$ cat config.mk
export PLATFORM = sky130hd
export DESIGN_NAME = sai_input_port
export DESIGN_NICKNAME = d
export VERILOG_FILES = /design/src/sai_pkg.sv /design/src/sai_sync.sv /design/src/sai_input_port.sv
export SDC_FILE = /design/constraint.sdc
export NUM_CORES = 1
export LEC_CHECK = 0
export BUFFER_PORTS_ARGS = -buffer_cell sky130_fd_sc_hd__buf_4
export CAP_MARGIN = 5
export CORE_MARGIN = 5
export CORE_UTILIZATION = 51
export DETAILED_ROUTE_END_ITERATION = 16
export PLACE_DENSITY = 0.77
export SLEW_MARGIN = 20
export SYNTH_ARGS = -nofsm -noshare
export SYNTH_HDL_FRONTEND = slang
export SYNTH_HIERARCHICAL = 1
export SYNTH_SLANG_ARGS = --single-unit
$ cat constraint.sdc
create_clock -name clock -period 2.9 [get_ports clock]
set_input_delay 0.58 -clock clock [delete_from_list [all_inputs] [get_ports clock]]
set_output_delay 0.58 -clock clock [all_outputs]
set_load 0.02 [all_outputs]
$ cat src/sai_pkg.sv
package sai_pkg;

    // Register map
    localparam logic [15:0] SAI_CTRL_ADDR   = 16'h081f;
    localparam logic [7:0]  SAI_CTRL_RESET  = 8'h00;
    localparam int          SAI_WCP_BIT     = 4;
    localparam int          SAI_BCP_BIT     = 3;
    localparam int          SAI_FMT_LSB     = 0;
    localparam int          SAI_CFG_BITS    = 5;

    // Format field codes
    localparam logic [2:0]  SAI_FMT_I2S     = 3'h0;
    localparam logic [2:0]  SAI_FMT_LEFT    = 3'h1;
    localparam logic [2:0]  SAI_FMT_TDM     = 3'h2;
    localparam logic [2:0]  SAI_FMT_RIGHT   = 3'h3;

    // Framing figures
    localparam int          SAI_PIN_COUNT   = 4;
    localparam int          SAI_WORD_BITS   = 24;
    localparam logic [4:0]  SAI_WORD_CNT    = 5'h18;
    localparam logic [4:0]  SAI_TDM_LSB_POS = 5'h18;   // One delay bit plus 24 data bits
    localparam logic [7:0]  SAI_TDM_POS_END = 8'hff;   // 8 slots of 32 bit clocks

    // Captured words leaving the port
    typedef struct packed {
        logic                                    valid;
        logic [2:0]                              channel;
        logic [SAI_PIN_COUNT-1:0][SAI_WORD_BITS-1:0] word;
    } sai_sample_t;

    function automatic logic sai_is_tdm(input logic [2:0] fmt);
        return fmt == SAI_FMT_TDM;
    endfunction : sai_is_tdm

    function automatic logic sai_is_stereo(input logic [2:0] fmt);
        return (fmt == SAI_FMT_I2S) || (fmt == SAI_FMT_LEFT) || (fmt == SAI_FMT_RIGHT);
    endfunction : sai_is_stereo

endpackage : sai_pkg

$ cat src/sai_sync.sv
`timescale 1ns/1ps
`default_nettype none

module sai_sync
    import sai_pkg::*;
#(
    parameter int WIDTH = 1
) (
    input  wire logic             clock,   // Core clock
    input  wire logic             resetn,  // Async reset, active low
    input  wire logic [WIDTH-1:0] din,     // Raw pin levels
    output var  logic [WIDTH-1:0] dout     // Filtered levels
);

    typedef struct packed {
        logic [WIDTH-1:0] s1;
        logic [WIDTH-1:0] s2;
        logic [WIDTH-1:0] s3;
        logic [WIDTH-1:0] level;
    } sai_sync_state_t;

    sai_sync_state_t st;
    sai_sync_state_t next_st;

    // Three stages; a level is taken only once stages two and three agree
    always_comb begin
        next_st    = st;
        next_st.s1 = din;
        next_st.s2 = st.s1; // Only stage two looks at stage one
        next_st.s3 = st.s2;
        for (int i = 0; i < WIDTH; i++) begin
            if (st.s2[i] == st.s3[i]) begin
                next_st.level[i] = st.s3[i];
            end
        end
    end

    // Levels start low, so a pin idling high shows one rising step after reset
    always_ff @(posedge clock or negedge resetn) begin
        if (!resetn) begin
            st <= '0;
        end else begin
            st <= next_st;
        end
    end

    assign dout = st.level;

endmodule : sai_sync

`default_nettype wire

$ cat src/sai_input_port.sv
// How it works
// - One 8-bit control register at 0x081f resets to zero, top three bits read zero.
// - In stereo formats left data comes with word clock low, right with high; polarity 1 swaps.
// - In multiplexed mode a frame starts after the falling word-clock edge, or rising with polarity 1.
// - A pulse word clock works too: its first edge starts the frame, low pulse or high pulse by polarity.
// - The 3-bit format field selects the serial format the port expects.
// - Codes are 000 I2S, 001 left-justified, 010 eight-channel multiplexed, 011 right-justified 24-bit.
// - Left- and right-justified framing puts the first channel on word clock high, so polarity is set.
// - The multiplexed stream arrives only on the first serial input pin.
// - In a multiplexed frame channels 0 to 3 fill the first half and 4 to 7 the second.
// - In multiplexed mode each slot's MSB comes one bit clock after the slot starts.
`timescale 1ns/1ps
`default_nettype none

module sai_input_port
    import sai_pkg::*;
(
    input  wire logic                     clock,             // Core clock, 25 MHz
    input  wire logic                     resetn,            // Async reset, active low
    input  wire logic [15:0]              reg_addr,          // Register address
    input  wire logic [7:0]               reg_wdata,         // Write data
    input  wire logic                     reg_write,         // Write strobe
    input  wire logic                     reg_read,          // Read strobe
    output var  logic [7:0]               reg_rdata,         // Read data, one cycle after strobe
    input  wire logic                     word_clock_pin,    // Input word clock
    input  wire logic                     bit_clock_pin,     // Input bit clock
    input  wire logic [SAI_PIN_COUNT-1:0] serial_input_pins, // Serial data, pin 0 first
    output var  sai_sample_t              sample_out         // Captured words
);

    typedef struct packed {
        logic [SAI_CFG_BITS-1:0]                     cfg;
        logic [7:0]                                  rdata;
        logic                                        bclk_prev;
        logic [1:0]                                  lvl_hist;
        logic [SAI_PIN_COUNT-1:0][SAI_WORD_BITS-1:0] shreg;
        logic [4:0]                                  cnt;
        logic [7:0]                                  pos;
        logic                                        armed;
        sai_sample_t                                 out;
    } sai_state_t;

    sai_state_t st;
    sai_state_t next_st;

    logic [SAI_PIN_COUNT+1:0] pins_s;
    logic                     wclk_s;
    logic                     bclk_s;
    logic [SAI_PIN_COUNT-1:0] din_s;
    logic                     wcp;
    logic                     bcp;
    logic [2:0]               fmt;
    logic                     sample_edge;
    logic                     tdm_start;

    // Pins come from the link's domain; the bit clock is only sampled, never used as a clock
    sai_sync #(
        .WIDTH(SAI_PIN_COUNT + 2)
    ) u_sync (
        .clock  (clock),
        .resetn (resetn),
        .din    ({word_clock_pin, bit_clock_pin, serial_input_pins}),
        .dout   (pins_s)
    );

    assign wclk_s = pins_s[SAI_PIN_COUNT+1];
    assign bclk_s = pins_s[SAI_PIN_COUNT];
    assign din_s  = pins_s[SAI_PIN_COUNT-1:0];
    assign wcp    = st.cfg[SAI_WCP_BIT];
    assign bcp    = st.cfg[SAI_BCP_BIT];
    assign fmt    = st.cfg[SAI_FMT_LSB +: 3];

    // Sample on the edge opposite the sender's change edge: rising for 0, falling for 1
    assign sample_edge = (bclk_s != st.bclk_prev) && (bclk_s == ~bcp);
    // Frame begins at the first edge into the active level, square or pulse clock alike
    assign tdm_start = sample_edge && (wclk_s == wcp) && (st.lvl_hist[0] != wcp);

    // Next-state logic for the whole port
    always_comb begin
        logic                     i2s;
        logic                     ref_now;
        logic                     ref_old;
        logic [SAI_WORD_BITS-1:0] w;
        i2s     = (fmt == SAI_FMT_I2S);
        ref_now = 1'b0;
        ref_old = 1'b0;
        w       = '0;
        next_st = st;
        next_st.out.valid = 1'b0;
        next_st.bclk_prev = bclk_s;

        // Register port; only the five live bits are stored
        if (reg_write && reg_addr == SAI_CTRL_ADDR) begin
            next_st.cfg = reg_wdata[SAI_CFG_BITS-1:0];
        end
        if (reg_read) begin
            next_st.rdata = (reg_addr == SAI_CTRL_ADDR) ? {3'h0, st.cfg} : 8'h00;
        end

        if (sample_edge) begin
            next_st.lvl_hist = {st.lvl_hist[0], wclk_s};
            if (sai_is_tdm(fmt)) begin
                // Only pin zero carries the multiplexed stream
                next_st.shreg[0] = {st.shreg[0][SAI_WORD_BITS-2:0], din_s[0]};
                if (tdm_start) begin
                    next_st.pos   = 8'h00;
                    next_st.armed = 1'b1;
                end else if (st.armed && st.pos != SAI_TDM_POS_END) begin
                    next_st.pos = st.pos + 8'h01;
                end else begin
                    next_st.armed = 1'b0;
                end
                // Bit 0 of a slot is the delay bit, so the LSB lands at position 24
                if (next_st.armed && next_st.pos[4:0] == SAI_TDM_LSB_POS) begin
                    next_st.out.valid   = 1'b1;
                    next_st.out.channel = next_st.pos[7:5];
                    next_st.out.word    = '0;
                    next_st.out.word[0] = next_st.shreg[0];
                end
            end else if (sai_is_stereo(fmt)) begin
                // I2S boundary trails the word clock by one bit; justified formats do not
                ref_now = i2s ? st.lvl_hist[0] : wclk_s;
                ref_old = i2s ? st.lvl_hist[1] : st.lvl_hist[0];
                if (ref_now != ref_old) begin
                    next_st.out.valid   = 1'b1;
                    // Low level is left unless polarity swaps it
                    next_st.out.channel = {2'h0, ref_old ^ wcp};
                    for (int i = 0; i < SAI_PIN_COUNT; i++) begin
                        w = st.shreg[i];
                        if (fmt != SAI_FMT_RIGHT) begin
                            w = w << (SAI_WORD_CNT - st.cnt);
                        end
                        next_st.out.word[i] = w;
                        next_st.shreg[i]    = {{(SAI_WORD_BITS-1){1'b0}}, din_s[i]};
                    end
                    next_st.cnt = 5'h01;
                end else if (fmt == SAI_FMT_RIGHT || st.cnt < SAI_WORD_CNT) begin
                    // Right-justified keeps the last 24 bits; others keep the first 24
                    for (int i = 0; i < SAI_PIN_COUNT; i++) begin
                        next_st.shreg[i] = {st.shreg[i][SAI_WORD_BITS-2:0], din_s[i]};
                    end
                    if (st.cnt < SAI_WORD_CNT) begin
                        next_st.cnt = st.cnt + 5'h01;
                    end
                end
            end
        end
    end

    // State register; reserved format codes leave capture idle
    always_ff @(posedge clock or negedge resetn) begin
        if (!resetn) begin
            st       <= '0;
            st.cfg   <= SAI_CTRL_RESET[SAI_CFG_BITS-1:0];
            st.rdata <= 8'h00;
        end else begin
            st <= next_st;
        end
    end

    assign reg_rdata  = st.rdata;
    assign sample_out = st.out;
endmodule : sai_input_port

`default_nettype wire

==> flow_metrics.env <==
export IMPL_outcome="finished clean"
export IMPL_slew_violations=0
export IMPL_port_buffers=135
export IMPL_synthArstFlopShare=1.00
export IMPL_synth_edf_count=0
export IMPL_postCtsSetupRepairBufs=0
export IMPL_clk_insertion_delay_late_ns=0.56
export IMPL_worst_path_stages=7
export IMPL_fin_tns_setup_ns=0
export IMPL_synthToLayoutAreaGrowth_pct=12.3
export IMPL_grt_setup_unrepaired="false"
export IMPL_r2r_end="sample_out[80]"
export IMPL_r2r_start="st[109]"
export IMPL_cts_sinks=247
export IMPL_synth_fa_ha_area_frac=0.00655
export IMPL_place_area_um2=17000
export IMPL_synthSimpleGateAreaFrac=0.163
export IMPL_layout_cells_most_common_list="nand2_1 (308), dfrtp_1 (246), buf_4 (214)"
export IMPL_worst_ep_arrival_time_ns=3.25
export IMPL_clk_pin_slew_ns=0.06
export IMPL_antenna_found_initial=0
export IMPL_critPathCapture="sample_out[80]"
export IMPL_drcViolationCount=0
export IMPL_n_antenna_cell=0
export IMPL_drive_gt1_frac=0.253
export IMPL_criticalPathCategory="flop to flop"
export IMPL_syn_cell_area_um2=16100
export IMPL_grt_pass1_wl_um=76400
export IMPL_irDropWorstVdd_uv=636
export IMPL_ant_nets=0
export IMPL_start_util=0.513
export IMPL_syn_inst=1673
export IMPL_r2r_slack_ns=0.06
export IMPL_synthMuxAreaShare=0.171
export IMPL_cts_made_buffers=28
export IMPL_cp_required_ns=3.31
export IMPL_io_pins=142
export IMPL_finalClockSkew_ns=0.00810
export IMPL_r2r_cells=7
export IMPL_switching_power_mw=6.26
export IMPL_crit_slowest_cell="or4_1"
export IMPL_ys_seq_elements=247
export IMPL_p_comb_frac=0.478
export IMPL_dp_cells=2056
export IMPL_cp_end_kind="flop"
export IMPL_fp_dieArea_um2=35100
export IMPL_crit_chain="buf_4, or4_1, nand2_2, nor2_1, and3_1, a221oi_1, o21ai_0"
export IMPL_finalNetCount=1722
export IMPL_dp_hpwl_um=33600
export IMPL_overflow=0
export IMPL_p_clk_frac=0.247
export IMPL_die_w_um=187
export IMPL_power_density_nw_per_um2=841
export IMPL_finalCriticalPeriod_ns=2.84
export IMPL_gp_congestion=0.969
export IMPL_viasPerCell=6.42
export IMPL_multi_input_area_um2=8260
export IMPL_cpPeakStageDelay_ns=0.62
export IMPL_yosys_area_share_xor_xnor=0.00382
export IMPL_dr_pass1_iters=7
export IMPL_cts_tree="yes"
export IMPL_crit_buf_inv=1
export IMPL_final_common_cell="nand2_1"
export IMPL_startpoint="st[109]"
export IMPL_routed_wl_um=48500
export IMPL_worstHoldPathType="input port to flop"
export IMPL_seqPwrFrac=0.275
export IMPL_fin_cells=2108
export IMPL_rows=65
export IMPL_drt_first_iter_violations=1526
export IMPL_nFillCells=2633
export IMPL_clock_fmax_ghz=0.352
export IMPL_grt_usage=0.269
export IMPL_synthDistinctLibCells=84
export IMPL_die_height_um=187
export IMPL_min_period_over_period=0.979
export IMPL_yosys_warnings=6
export IMPL_cp_max_fo=12
export IMPL_synth_compound_gate_area_share=0.164
export IMPL_grt_pass1_vias=13015
export IMPL_critPathLaunchType="flop"
export IMPL_finish_utilization=0.576
export IMPL_synth_top_family_by_area="multiplexers"
export IMPL_seqCellArea_um2=6180
export IMPL_max_clock_path_buffers=3
export IMPL_drv_cap=0
export IMPL_p_int_mw=8.90
export IMPL_cts_htree_levels=1
export IMPL_syn_avg_cell_area_um2=9.59
export IMPL_final_area_um2=18000
export IMPL_swShare=0.413
export IMPL_ys_flop_type="dfrtp_1"
export IMPL_core_um2=31300
export IMPL_tightest_slew_ns=0.909
export IMPL_p_leak_nw=7.94
export IMPL_setup_viol=0
export IMPL_wl_per_cell_um=23.0
export IMPL_power_mw=15.2
export IMPL_cpLargestDelayFamily="simple AND/OR/NAND/NOR gates"
export IMPL_grt_max_degree=73
export IMPL_synth_seq_area_share=0.385
export IMPL_final_hold_viol_count=0
export IMPL_root_buffer="clkbuf_16"
export IMPL_relSlewSlack=0.391
export IMPL_vias=13526
-- cell usage after synthesis (4+ instances only) --
master     instances  area [µm²]
a31oi_1           12        75.1
clkbuf_1          51         191
a221oi_1          23         201
a21oi_1           57         285
o31a_1             4        35.0
xor2_1             4        35.0
o221ai_1           8        70.1
o31ai_1           14         105
nor3_1            16        80.1
mux2i_1           39         390
buf_6             12         135
nor2_1            74         278
and3_1             7        43.8
o21ai_0          127         636
buf_4            129         968
a211oi_1          14         105
buf_1              8        30.0
o211ai_1          11        82.6
o2bb2ai_1          8        70.1
maj3_2             6        67.6
o21a_1             4        30.0
o22ai_1            5        31.3
nand3_1          118         591
a21o_1             6        45.0
a2111oi_0          5        43.8
a221o_1           18         180
mux4_2            93        2090
a22oi_1           12        90.1
and2_1             5        31.3
nand2_1          309        1160
inv_1             32         120
mux2_4             4        60.1
buf_2             52         260
nand4_1            5        31.3
nand2b_1           6        37.5
a2bb2oi_1         13         114
dfrtp_1          247        6180
a22o_1            19         166
or3_1              8        50.1
nor2b_1            6        37.5
mux2_2            18         203
-- cell type report --
| cell class | count | area share |
|---|---|---|
| clock buffers | 40 | 0.0481 |
| clock inverters | 11 | 0.00715 |
| inverters | 34 | 0.00715 |
| multi-input cells | 1142 | 0.458 |
| flip-flops and latches | 247 | 0.343 |
| well taps | 402 | 0.0279 |
| repair buffers | 232 | 0.108 |
-- worst min-delay path by stage --
stage          cells past startpoint  slack (ns)                 end            startpoint
2_1_floorplan                      0        0.28                 bcp                resetn
3_3_place_gp                       0        0.33  u_sync/next_st[11]    u_sync/next_st[17]
3_5_place_dp                       0        0.33  u_sync/next_st[11]    u_sync/next_st[17]
4_1_cts                            1        0.11  u_sync/next_st[17]        word_clock_pin
5_1_grt                            1        0.11  u_sync/next_st[12]  serial_input_pins[0]
6_report                           1        0.13  u_sync/next_st[17]        word_clock_pin
-- state kept, by name (all words and copies together) (netlist names) --
name and flops:
fmt 3, reg_rdata 5, u_sync/dout 6, st 114, u_sync/st 6, u_sync/next_st 12
sample_out 100, bcp 1
-- power by group through the flow --
stage / registers [mW] / logic [mW] / clock network [mW]
finish: 4.16 / 7.25 / 3.75
global route: 4.21 / 7.67 / 3.95
CTS: 4.15 / 7.12 / 3.81
global placement: 4.19 / 7.02 / 0
floorplan: 4.02 / 5.14 / 0
detailed placement: 4.21 / 7.09 / 0
-- per-layer routing --
metal / global-route usage / share of wire / vias to the layer above / wire (µm)
met3: 0.0741 / 0.11 / 97 / 5300
met5: 0 / 0 / - / 0
li1: - / - / 6017 / -
met1: 0.395 / 0.43 / 6678 / 20900
met4: 0.0759 / 0.029 / 0 / 1420
met2: 0.393 / 0.43 / 734 / 20900
-- stage by stage --
step	hold WS [ns]	worst slack, ns
final	0.130	0.0612
after detailed placement	0.335	0.0245
after global routing	0.109	0.0251
after floorplan	0.284	0.0430
after CTS	0.110	0.0120
after global placement	0.334	-0.0278
-- cell families after synthesis --
kind of cell / after synthesis
xor+xnor: 7
buf+inv: 286
flops: 247
fa+ha+maj: 9
simple gates: 583
mux: 154
compound gates: 386
other cells: 1
-- repair_timing --
item,CTS,global route
setup endpoints to repair,0,28
hold buffers,1,0
gates resized for setup,0,5
endpoints found under the hold margin,54,0
(Power assumes the default switching activity.)
